===== src/gtc_cfg.svh =====
// gated timer capture: register offsets, fields, reset values, timing
// assumes inclusion by the top module only
`ifndef GTC_CFG_SVH
`define GTC_CFG_SVH

// ----------------------------------------
// register word offsets (consecutive addresses)
// ----------------------------------------
`define GTC_OFS_MAIN_CTRL 4'h0
`define GTC_OFS_GATE_CTRL 4'h1
`define GTC_OFS_CAP_CTRL 4'h2
`define GTC_OFS_CAP_FLAG 4'h3
`define GTC_OFS_COUNTER 4'h4
`define GTC_OFS_CAPTURE 4'h5
`define GTC_OFS_TIMERS 4'h6
`define GTC_OFS_WDT_CTRL 4'h7

// ----------------------------------------
// field positions
// ----------------------------------------
`define GTC_MC_ON 0
`define GTC_MC_EXT 1
`define GTC_MC_SLEEP 2
`define GTC_GC_EN 0
`define GTC_GC_POL 1
`define GTC_GC_SS_LO 2
`define GTC_GC_SS_HI 3
`define GTC_WD_RATE_HI 2
`define GTC_WD_PSA 3
`define GTC_WD_CLR 4

// ----------------------------------------
// capture mode codes
// ----------------------------------------
`define GTC_CM_FALL 4'h4
`define GTC_CM_RISE 4'h5
`define GTC_CM_RISE4 4'h6
`define GTC_CM_RISE16 4'h7

// ----------------------------------------
// reset values and timing
// ----------------------------------------
`define GTC_PERIOD_RST 8'hFF
`define GTC_WDT_BASE_US 18
`define GTC_CLK_MHZ 100
`define GTC_WDT_BASE_CYC (`GTC_WDT_BASE_US * `GTC_CLK_MHZ)
`define GTC_PS_DIV 4

`endif


===== src/gtc_pkg.sv =====
// gated timer capture: shared types
// assumes no include file; gtc_cfg.svh is not used here
package gtc_pkg;
  typedef enum logic [1:0] {
    GTC_SRC_PIN,
    GTC_SRC_T8,
    GTC_SRC_PERIOD,
    GTC_SRC_WDT
  } gtc_src_e;
  typedef logic [15:0] gtc_cnt_t;
endpackage


===== src/gtc_top.sv =====
// gated timer capture: 16-bit gated counter with input capture unit
// assumes an Avalon-MM master on clk, pins from outside the clock domain
//
// Local design decisions: the Avalon-MM interface to the registers and the register offsets.
`timescale 1ns/100ps
`include "gtc_cfg.svh"

module gtc_top
  import gtc_pkg::*;
#(
  parameter int WDT_BASE_CYC = `GTC_WDT_BASE_CYC
) (
  // clock and reset
  input wire logic clk,
  input wire logic sys_rst,
  // avalon-mm slave
  input wire logic [3:0] avs_address,
  input wire logic avs_read,
  input wire logic avs_write,
  input wire logic [31:0] avs_writedata,
  output logic [31:0] avs_readdata,
  output logic avs_waitrequest,
  // pins
  input wire logic gate_input_pin,
  input wire logic capture_pin,
  input wire logic ext_clk_pin,
  // status
  output logic capture_flag,
  output logic watchdog_osc_on
);

  // ----------------------------------------
  // bus slave
  // ----------------------------------------
  logic ack_q;
  logic wr_stb;
  logic rd_stb;
  logic [3:0] idx;
  assign idx = avs_address[3:0];
  // one wait cycle; a write lands on the edge that sees waitrequest low
  assign wr_stb = avs_write && ack_q;
  assign rd_stb = avs_read && !ack_q;

  always_ff @(posedge clk) begin
    if (sys_rst) begin
      ack_q <= 1'b0;
      avs_waitrequest <= 1'b1;
    end else begin
      ack_q <= (avs_read || avs_write) && !ack_q;
      avs_waitrequest <= !((avs_read || avs_write) && !ack_q);
    end
  end

  // ----------------------------------------
  // configuration registers
  // ----------------------------------------
  logic [2:0] main_ctrl_q;
  logic [3:0] gate_control_reg_q;
  logic [3:0] capture_control_reg_q;
  logic [7:0] period_timer_limit_q;
  logic [3:0] wdt_ctrl_q;
  logic wdt_restart;
  logic main_counter_on;
  logic ext_mode;
  logic sleep_q;
  logic gate_count_enable;
  logic gate_polarity;
  gtc_src_e gate_source_select;
  logic [3:0] capture_mode_field;
  assign main_counter_on = main_ctrl_q[`GTC_MC_ON];
  assign ext_mode = main_ctrl_q[`GTC_MC_EXT];
  assign sleep_q = main_ctrl_q[`GTC_MC_SLEEP];
  assign gate_count_enable = gate_control_reg_q[`GTC_GC_EN];
  assign gate_polarity = gate_control_reg_q[`GTC_GC_POL];
  assign gate_source_select = gtc_src_e'(gate_control_reg_q[`GTC_GC_SS_HI:`GTC_GC_SS_LO]);
  assign capture_mode_field = capture_control_reg_q;

  always_ff @(posedge clk) begin
    if (sys_rst) begin
      main_ctrl_q <= 3'h0;
      gate_control_reg_q <= 4'h0;
      capture_control_reg_q <= 4'h0;
      period_timer_limit_q <= `GTC_PERIOD_RST;
      wdt_ctrl_q <= 4'h0;
    end else if (wr_stb) begin
      unique case (idx)
        `GTC_OFS_MAIN_CTRL: main_ctrl_q <= avs_writedata[2:0];
        `GTC_OFS_GATE_CTRL: gate_control_reg_q <= avs_writedata[3:0];
        // prescaler count is not touched here, only by mode leaving capture
        `GTC_OFS_CAP_CTRL: capture_control_reg_q <= avs_writedata[3:0];
        `GTC_OFS_TIMERS: period_timer_limit_q <= avs_writedata[15:8];
        `GTC_OFS_WDT_CTRL: wdt_ctrl_q <= avs_writedata[3:0];
        default: ;
      endcase
    end
  end

  // sleep entry, wake and clear instruction each restart the interval
  assign wdt_restart = wr_stb && ((idx == `GTC_OFS_WDT_CTRL && avs_writedata[`GTC_WD_CLR])
    || (idx == `GTC_OFS_MAIN_CTRL && avs_writedata[`GTC_MC_SLEEP] != sleep_q));

  // ----------------------------------------
  // pin synchronisers
  // ----------------------------------------
  logic [2:0] pin_s1_q;
  logic [2:0] pin_s2_q;
  logic [2:0] pin_s3_q;
  logic [2:0] pin_raw;
  assign pin_raw = {ext_clk_pin, capture_pin, gate_input_pin};

  always_ff @(posedge clk) begin
    if (sys_rst) begin
      pin_s1_q <= 3'h0;
      pin_s2_q <= 3'h0;
      pin_s3_q <= 3'h0;
    end else begin
      pin_s1_q <= pin_raw;
      pin_s2_q <= pin_s1_q;
      pin_s3_q <= pin_s2_q;
    end
  end

  logic ext_rise;
  logic cap_rise;
  logic cap_fall;
  assign ext_rise = pin_s2_q[2] && !pin_s3_q[2];
  assign cap_rise = pin_s2_q[1] && !pin_s3_q[1];
  assign cap_fall = !pin_s2_q[1] && pin_s3_q[1];

  // ----------------------------------------
  // clock source: fosc/4 tick or external edge
  // ----------------------------------------
  logic [1:0] div_q;
  logic tick;

  always_ff @(posedge clk) begin
    if (sys_rst) begin
      div_q <= 2'h0;
    end else begin
      div_q <= div_q + 2'h1;
    end
  end

  // internal tick stops in sleep, external edges keep running
  assign tick = ext_mode ? ext_rise : (div_q == 2'h3 && !sleep_q);

  // ----------------------------------------
  // gate source timers
  // ----------------------------------------
  logic [7:0] overflow_timer_count_q;
  logic [7:0] period_timer_count_q;
  logic t8_pulse_q;
  logic period_pulse_q;

  always_ff @(posedge clk) begin
    if (sys_rst) begin
      overflow_timer_count_q <= 8'h00;
      t8_pulse_q <= 1'b0;
    end else begin
      t8_pulse_q <= 1'b0;
      if (tick) begin
        overflow_timer_count_q <= overflow_timer_count_q + 8'h01;
        t8_pulse_q <= (overflow_timer_count_q == 8'hFF);
      end
    end
  end

  always_ff @(posedge clk) begin
    if (sys_rst) begin
      period_timer_count_q <= 8'h00;
      period_pulse_q <= 1'b0;
    end else begin
      period_pulse_q <= 1'b0;
      if (tick) begin
        if (period_timer_count_q == period_timer_limit_q) begin
          period_timer_count_q <= 8'h00;
          period_pulse_q <= 1'b1;
        end else begin
          period_timer_count_q <= period_timer_count_q + 8'h01;
        end
      end
    end
  end

  // ----------------------------------------
  // watchdog interval for gate use
  // ----------------------------------------
  logic wdt_gate_on;
  logic [31:0] wdt_base_q;
  logic [7:0] wdt_ps_q;
  logic wdt_pulse_q;
  logic wdt_step;
  logic [7:0] wdt_limit;
  assign wdt_gate_on = gate_count_enable && gate_source_select == GTC_SRC_WDT;
  assign wdt_step = (wdt_base_q == 32'(WDT_BASE_CYC - 1));
  // rate and assignment still set the interval; changing them mid-run can glitch
  assign wdt_limit = wdt_ctrl_q[`GTC_WD_PSA] ? (8'h01 << wdt_ctrl_q[`GTC_WD_RATE_HI:0]) - 8'h01 : 8'h00;

  always_ff @(posedge clk) begin
    if (sys_rst || !wdt_gate_on || wdt_restart) begin
      wdt_base_q <= 32'h0;
      wdt_ps_q <= 8'h00;
      wdt_pulse_q <= 1'b0;
    end else begin
      wdt_pulse_q <= 1'b0;
      wdt_base_q <= wdt_step ? 32'h0 : wdt_base_q + 32'h1;
      if (wdt_step) begin
        if (wdt_ps_q >= wdt_limit) begin
          wdt_ps_q <= 8'h00;
          wdt_pulse_q <= 1'b1; // no reset or wake is raised from here
        end else begin
          wdt_ps_q <= wdt_ps_q + 8'h01;
        end
      end
    end
  end

  always_ff @(posedge clk) begin
    if (sys_rst) begin
      watchdog_osc_on <= 1'b0;
    end else begin
      watchdog_osc_on <= wdt_gate_on; // independent of main_counter_on
    end
  end

  // ----------------------------------------
  // gate and main counter
  // ----------------------------------------
  logic gate_raw;
  logic gate_active;

  always_comb begin
    unique case (gate_source_select)
      GTC_SRC_PIN: gate_raw = pin_s2_q[0];
      GTC_SRC_T8: gate_raw = t8_pulse_q;
      GTC_SRC_PERIOD: gate_raw = period_pulse_q;
      GTC_SRC_WDT: gate_raw = wdt_pulse_q;
    endcase
  end

  assign gate_active = !gate_count_enable || (gate_raw == gate_polarity);

  gtc_cnt_t main_counter_value_q;

  always_ff @(posedge clk) begin
    if (sys_rst) begin
      main_counter_value_q <= 16'h0000;
    end else if (wr_stb && idx == `GTC_OFS_COUNTER) begin
      main_counter_value_q <= avs_writedata[15:0];
    end else if (main_counter_on && tick && gate_active) begin
      main_counter_value_q <= main_counter_value_q + 16'h0001;
    end
  end

  // ----------------------------------------
  // capture unit
  // ----------------------------------------
  logic cap_mode;
  logic [3:0] cap_ps_q;
  logic cap_event;
  logic ps_edge;
  assign cap_mode = capture_mode_field >= `GTC_CM_FALL && capture_mode_field <= `GTC_CM_RISE16;
  // a pin wired back as output still feeds the edge detector
  assign ps_edge = (capture_mode_field == `GTC_CM_FALL) ? cap_fall : cap_rise;

  always_comb begin
    unique case (capture_mode_field)
      `GTC_CM_FALL: cap_event = cap_fall;
      `GTC_CM_RISE: cap_event = cap_rise;
      `GTC_CM_RISE4: cap_event = cap_rise && cap_ps_q[1:0] == 2'h3;
      `GTC_CM_RISE16: cap_event = cap_rise && cap_ps_q == 4'hF;
      default: cap_event = 1'b0;
    endcase
  end

  always_ff @(posedge clk) begin
    if (sys_rst || !cap_mode) begin
      cap_ps_q <= 4'h0;
    end else if (ps_edge) begin
      cap_ps_q <= cap_ps_q + 4'h1;
    end
  end

  gtc_cnt_t capture_q;

  always_ff @(posedge clk) begin
    if (sys_rst) begin
      capture_q <= 16'h0000;
    end else if (cap_event) begin
      capture_q <= main_counter_value_q; // overwrites unread value
    end
  end

  // set beats a same-cycle clear; mode changes may set it falsely
  always_ff @(posedge clk) begin
    if (sys_rst) begin
      capture_flag <= 1'b0;
    end else if (cap_event) begin
      capture_flag <= 1'b1;
    end else if (wr_stb && idx == `GTC_OFS_CAP_FLAG && avs_writedata[0]) begin
      capture_flag <= 1'b0;
    end
  end

  // ----------------------------------------
  // read mux
  // ----------------------------------------
  always_ff @(posedge clk) begin
    if (sys_rst) begin
      avs_readdata <= 32'h0;
    end else if (rd_stb) begin
      unique case (idx)
        `GTC_OFS_MAIN_CTRL: avs_readdata <= {29'h0, main_ctrl_q};
        `GTC_OFS_GATE_CTRL: avs_readdata <= {28'h0, gate_control_reg_q};
        `GTC_OFS_CAP_CTRL: avs_readdata <= {28'h0, capture_control_reg_q};
        `GTC_OFS_CAP_FLAG: avs_readdata <= {31'h0, capture_flag};
        `GTC_OFS_COUNTER: avs_readdata <= {16'h0, main_counter_value_q};
        `GTC_OFS_CAPTURE: avs_readdata <= {16'h0, capture_q};
        `GTC_OFS_TIMERS: avs_readdata <= {8'h0, period_timer_count_q, period_timer_limit_q,
          overflow_timer_count_q};
        `GTC_OFS_WDT_CTRL: avs_readdata <= {27'h0, watchdog_osc_on, wdt_ctrl_q};
        default: avs_readdata <= 32'h0;
      endcase
    end
  end

endmodule


===== config.mk =====
export PLATFORM = sky130hd
export DESIGN_NAME = gtc_top
export DESIGN_NICKNAME = d
export VERILOG_FILES = /design/src/gtc_pkg.sv /design/src/gtc_top.sv
export VERILOG_INCLUDE_DIRS = /design/src
export SDC_FILE = /design/constraint.sdc
export NUM_CORES = 1
export LEC_CHECK = 0
export BUFFER_PORTS_ARGS = -buffer_cell sky130_fd_sc_hd__clkbuf_2
export CAP_MARGIN = 40
export CORE_UTILIZATION = 47
export DETAILED_ROUTE_END_ITERATION = 8
export PLACE_DENSITY = 0.66
export SYNTH_ARGS = -nofsm -noshare
export SYNTH_HDL_FRONTEND = slang
export SYNTH_SLANG_ARGS = --single-unit

===== constraint.sdc =====
create_clock -name clk -period 4.8 [get_ports clk]
set_input_delay 0.48 -clock clk [delete_from_list [all_inputs] [get_ports clk]]
set_output_delay 0.48 -clock clk [all_outputs]
set_load 0.02 [all_outputs]

==> flow_summary.yaml, run 1 <==
global_route:
  grt_pass1_wl_um: 27430
  gr-max-usage-layer: "met2"
  grt_pass1_vias: 5397
  gr-usage-met3_pct: 5.259
  globalRouteMet2Util_pct: 31.54
  grt.overflow.total: 0
  grt_max_degree: 76
  gr-usage-met1_pct: 30.26
  grt_antenna_before_repair: 0
  track_usage_pct: 21.28
die:
  io_pins: 78
  core_mm2: 0.01537
  die_height_um: 128.2
  die-area_mm2: 0.01644
  num_rows: 45
  dieWidth_um: 128.2
  start_util_pct: 48.71
cts:
  worstSkewPairLatency_ns: 0.42
  cts_resized: 0
  cts_buffer_depth: 2
  cts.clk_slew.worst_paths_ns: 0.06
  cts_root_buf: "clkbuf_16"
  cts_tree: "done"
  cts_setup_buffers: 0
  htree_levels: 4
  hold_buffers: 0
  clock_sinks: 156
  numCtsBuffers: 17
worst_setup_path:
  cp_common_cell: "nor2_1"
  crit_family: "simple AND/OR/NAND/NOR gates"
  path_class: "in -> reg"
  cp_data_arrival_time_ns: 2.87
  crit_path_max_fanout: 27
  setup.worst_path.end_class: "flop"
  path_cells: "clkbuf_2, nor2_1, and3_1, a211oi_1, nand2_1, buf_16, nor2_1"
  crit_required_ns: 5.16
  cp-start-kind: "input pin"
  timing.rr.start: "wdt_base_q[0]"
  worst-path-buf-inv: 2
  cp-startpoint: "avs_address[0]"
  crit_path_max_incr_delay_ns: 0.57
  crit_slowest_cell: "clkbuf_2"
power_and_ir_drop:
  powerDensity_mw_per_mm2: 325.5
  peakVddDrop_v: 0.0002624
  p_leak_nw: 3.094
sta:
  finClkSkew_ns: 0.008015
  hold_viol_final: 0
  fmax_mhz: 398.5
  max-slew-margin-rel_pct: 47.35
  finalSetupTns_ns: 0
  worst_slew_pin_slew_ns: 0.7897
  drv_slew: 0
  timing.final.crit_share_pct: 52.28
  period_needed_ns: 2.509
  rsz0062_at_grt: "false"
  final-setup-viol-count: 0
synthesis:
  synth-seq-cells: 156
  yosysSeqAreaShare_pct: 41.71
  synth_ff_type: "dfxtp_1"
  synthArstFlopShare_pct: 0
  synth-edff-count: 0
  synth_cells: 844
  syn_area_mm2: 0.007487
  synth_warnings: 0
  yosysUniqueCellTypes: 60
  syn-mean-instance-area_um2: 8.871
drt:
  drtIter0Drc: 356
  antenna_left: 0
  wl_per_cell_um: 15.30
  vias: 5942
  wl_um: 16770
  firstDrtPassIters: 5
  vias_per_cell: 5.422
  drc: 0
final_layout:
  drive_gt1_share_pct: 13.45
  final_common_cell: "dfxtp_1"
  syn_to_final_growth_pct: 13.24
  final_cell_mix: "dfxtp_1, nor2_1, nand2_1, clkbuf_2, xnor2_1"
  nets: 932
  fin_util_pct: 55.16
  final_area_mm2: 0.008478
  antenna_cells: 0
placed_design:
  hpwl_um: 11580
  portBuffers: 53
  place_congestion: 0.7720
  place_area_mm2: 0.007891
min_path:
  min_path_type: "in -> reg"
  hold_start: "gate_input_pin"
run:
  maxCapViolations: 0
run_status:
  outcome: "finished clean"
-- Yosys cell counts, drive strengths merged, types with 2 or more instances --
library cell	number	share of area [%]
nand3	23	1.5
nor2	129	6.5
nand2b	10	0.84
and3	13	1.1
nor2b	20	1.7
nand3b	5	0.50
clkbuf	33	1.7
a211oi	17	1.7
nor4b	5	0.75
a211o	9	1.1
nand4b	3	0.35
o211ai	3	0.30
buf	29	2.3
ha	15	2.5
or3	2	0.17
a21oi	22	1.5
nor3	15	1.0
o21ai	28	1.9
nor4	26	3.0
a22oi	23	2.3
dfxtp	156	42
nand4	30	2.5
nor3b	2	0.27
mux2i	44	6.0
and2	4	0.33
or3b	2	0.23
nand2	60	3.0
mux4	3	0.90
or2	4	0.33
nor4bb	2	0.27
conb	2	0.10
xnor2	44	5.1
inv	9	0.45
and4	7	0.82
xor2	31	3.6
-- state kept, by name, summed over array words and instances (netlist names) --
register                cells
watchdog_osc_on             1
avs_readdata               24
capture_q                  16
cap_ps_q                    4
pin_s3_q                    2
period_pulse_q              1
wdt_pulse_q                 1
gate_control_reg_q          4
pin_s2_q                    3
period_timer_limit_q        8
t8_pulse_q                  1
wdt_ps_q                    8
pin_s1_q                    3
capture_control_reg_q       4
main_ctrl_q                 3
wdt_base_q                 32
main_counter_value_q       16
ack_q                       1
capture_flag                1
div_q                       2
avs_waitrequest             1
period_timer_count_q        8
wdt_ctrl_q                  4
overflow_timer_count_q      8
-- layout make-up --
type | instances | area, um^2
fillers | 1429 | 6893
multi-input cells | 624 | 4073
flip-flops and latches | 156 | 3123
clock buffers | 24 | 501.7
repair buffers | 66 | 397.9
well taps | 211 | 264.0
clock inverters | 6 | 85.08
inverters | 9 | 33.78
-- kinds of logic (layout without fill, tap and decap cells) --
logic type,count (synthesis),in the layout,synth area share [%]
AO/OA/AOI/OAI,113,113,9.977
flip-flops,156,156,41.71
adder cells (fa/ha/maj),15,15,2.507
buffers and inverters,71,105,4.412
XOR/XNOR,75,75,8.773
AND/OR/NAND/NOR,364,364,25.43
other,2,9,0.1003
multiplexers,48,48,7.085
-- routing by layer --
metal / up-vias / routed length, um / part of all wire, %
met5: - / 0 / 0
met3: 22 / 935 / 5.6
met1: 2769 / 8312 / 50
met2: 139 / 7308 / 44
met4: 0 / 212 / 1.3
li1: 3012 / - / -
-- worst paths after layout --
path / slack (ns) / endpoint / cells past startpoint
setup reg to reg: 2.44 / wdt_base_q[30] / 7
hold / removal: 0.26 / pin_s1_q[0] / 2
setup / recovery: 2.29 / wdt_base_q[15] / 7
hold reg to reg: 0.43 / div_q[0] / 1
-- metrics by stage --
stage / hold slack (ns) / setup slack [ns] / power [mW] / std cells
3_3_place_gp: 0.4162 / 1.712 / 1.451 / 1059
3_5_place_dp: 0.4216 / 1.924 / 1.452 / 1066
2_1_floorplan: 0.3992 / 2.768 / 1.418 / 851
4_1_cts: 0.2581 / 2.360 / 2.783 / 1096
5_1_grt: 0.2582 / 2.107 / 2.849 / 1096
6_report: 0.2650 / 2.291 / 2.760 / 1096
-- power breakdown --
part | switching, mW | internal [mW]
logic | 0.0750 | 0.0347
registers | 0.00898 | 1.31
clock network | 0.509 | 0.827
total | 0.593 | 2.17
No activity file was read; power rests on OpenSTA's default activity.
==> inputs of run 2 (changes only) <==
==> constraint.sdc (replaced) <==
create_clock -name clk -period 2.4 [get_ports clk]
set_input_delay 0.24 -clock clk [delete_from_list [all_inputs] [get_ports clk]]
set_output_delay 0.24 -clock clk [all_outputs]
set_load 0.02 [all_outputs]
==> run 2 against run 1 <==
Net effect: via count grew 0.42%; cell count is 1.2% higher; non-clock buffer count is 12 higher; hold slack got worse by 0.24 ns; sequential cell count unchanged; setup slack worse by 2.1 ns; die area stayed put; global-route usage increased by 0.35 points; power rose by 99%.
==> flow_summary.yaml, run 2 (synthesis results as in run 1) <==
run_status:
  outcome: "finished clean"
worst_setup_path:
  cp_data_arrival_time_ns: 2.56
  setup.worst_path.end_class: "flop"
  crit_required_ns: 2.75
  crit_slowest_cell: "a2111o_1"
  crit_family: "compound AO/OA/AOI/OAI gates"
  path_cells: "o31a_1, ha_1, nand2b_1, a2111o_1, a31oi_1, o21ai_2, a21oi_1"
  crit_path_max_fanout: 7
  worst-path-buf-inv: 0
  path_class: "reg -> reg"
  cp-start-kind: "flop"
  crit_path_max_incr_delay_ns: 0.40
min_path:
  min_path_type: "in -> reg"
drt:
  antenna_left: 0
  vias: 5967
  vias_per_cell: 5.381
  firstDrtPassIters: 6
  drtIter0Drc: 433
  wl_per_cell_um: 15.15
  wl_um: 16800
  drc: 0
die:
  start_util_pct: 48.71
  die_height_um: 128.2
  io_pins: 78
  num_rows: 45
  dieWidth_um: 128.2
  die-area_mm2: 0.01644
  core_mm2: 0.01537
cts:
  cts.clk_slew.worst_paths_ns: 0.06
  cts_buffer_depth: 2
  hold_buffers: 0
  clock_sinks: 156
  numCtsBuffers: 17
  cts_setup_buffers: 0
  worstSkewPairLatency_ns: 0.42
  cts_tree: "done"
  cts_root_buf: "clkbuf_16"
  cts_resized: 0
  htree_levels: 4
power_and_ir_drop:
  clkPwrFrac_pct: 47.9
  p_seq_share_pct: 47.9
  p_int_mw: 4.269
  peakVddDrop_v: 0.0005121
  swShare_pct: 22.15
  p_leak_nw: 3.140
  p_sw_mw: 1.215
  p_comb_share_pct: 4.2
  powerDensity_mw_per_mm2: 642.7
global_route:
  grt_pass1_wl_um: 27740
  track_usage_pct: 21.63
  grt_pass1_vias: 5355
  grt.overflow.total: 0
  grt_max_degree: 59
  grt_antenna_before_repair: 0
sta:
  hold_viol_final: 0
  timing.final.crit_share_pct: 92.03
  finalSetupTns_ns: 0
  max-slew-margin-rel_pct: 54.83
  setup_ws_ns: 0.1913
  rsz0062_at_grt: "false"
  worst_slew_pin_slew_ns: 0.6735
  drv_slew: 0
  finClkSkew_ns: 0.01077
  fmax_mhz: 452.8
  final-setup-viol-count: 0
  period_needed_ns: 2.209
final_layout:
  reg_top3: "wdt_base_q x32, avs_readdata x24"
  syn_to_final_growth_pct: 13.95
  largest_register_ffs: 32
  top_register: "wdt_base_q"
  final_cell_mix: "dfxtp_1, nor2_1, nand2_1, clkbuf_2, xnor2_1"
  nets: 944
  antenna_cells: 0
  fillers: 1431
  fin_cells: 1109
  drive_gt1_share_pct: 14.59
  final_common_cell: "dfxtp_1"
run:
  maxCapViolations: 0
placed_design:
  hpwl_um: 11750
  portBuffers: 53
  dpl.cell_count: 1078
  place_congestion: 0.8133
  place_ws_ns: 0.2279
-- run 2: cell types whose count changed in the layout (fill, tap and decap cells not counted), moves of 2 or more --
cell / delta
clkinv_4: +2
clkbuf_8: -3
buf_6: -2
buf_4: +16
-- run 2: final timing paths --
kind,startpoint,cells after the start,slack (ns),to
min,gate_input_pin,2,0.03,pin_s1_q[0]
min reg2reg,div_q[0],1,0.42,div_q[0]
max reg2reg,wdt_ctrl_q[0],7,0.19,wdt_ps_q[5]
max,wdt_ctrl_q[0],7,0.19,wdt_ps_q[5]
-- run 2: cell type report --
| type | count | area [um^2] | area share (%) |
|---|---|---|---|
| inverter | 9 | 33.78 | 0.3960 |
| sequential | 156 | 3123 | 36.60 |
| multi-input combinational | 624 | 4066 | 47.66 |
| timing repair buffer | 78 | 467.9 | 5.485 |
| tap | 211 | 264.0 | 3.094 |
| clock inverter | 10 | 116.4 | 1.364 |
| clock buffer | 21 | 460.4 | 5.397 |
-- run 2: metrics by stage --
stage | utilization [%] | instance area (um^2) | power (mW) | hold slack (ns)
after floorplan | - | 7513 | 2.836 | 0.3579
after global placement | 51.75 | 7955 | 2.913 | 0.4109
after detailed placement | 51.75 | 7955 | 2.913 | 0.4113
after CTS | 55.51 | 8532 | 5.548 | 0.01045
after global routing | 55.51 | 8532 | 5.693 | 0.01937
final | 55.51 | 8532 | 5.483 | 0.02786
-- run 2: power by group through the flow --
stage | sequential (mW) | combinational, mW | clock, mW
2_1_floorplan | 2.68 | 0.154 | 0
3_3_place_gp | 2.68 | 0.228 | 0
3_5_place_dp | 2.68 | 0.228 | 0
4_1_cts | 2.63 | 0.229 | 2.69
5_1_grt | 2.63 | 0.251 | 2.81
6_report | 2.63 | 0.228 | 2.63
-- run 2: metal layers --
layer / global-route usage (%) / vias up / share of wire (%)
met4: 6.644 / 0 / 1.0
met3: 4.090 / 15 / 4.3
met5: 0 / - / 0
li1: - / 3043 / -
met2: 32.31 / 131 / 44
met1: 31.34 / 2778 / 50
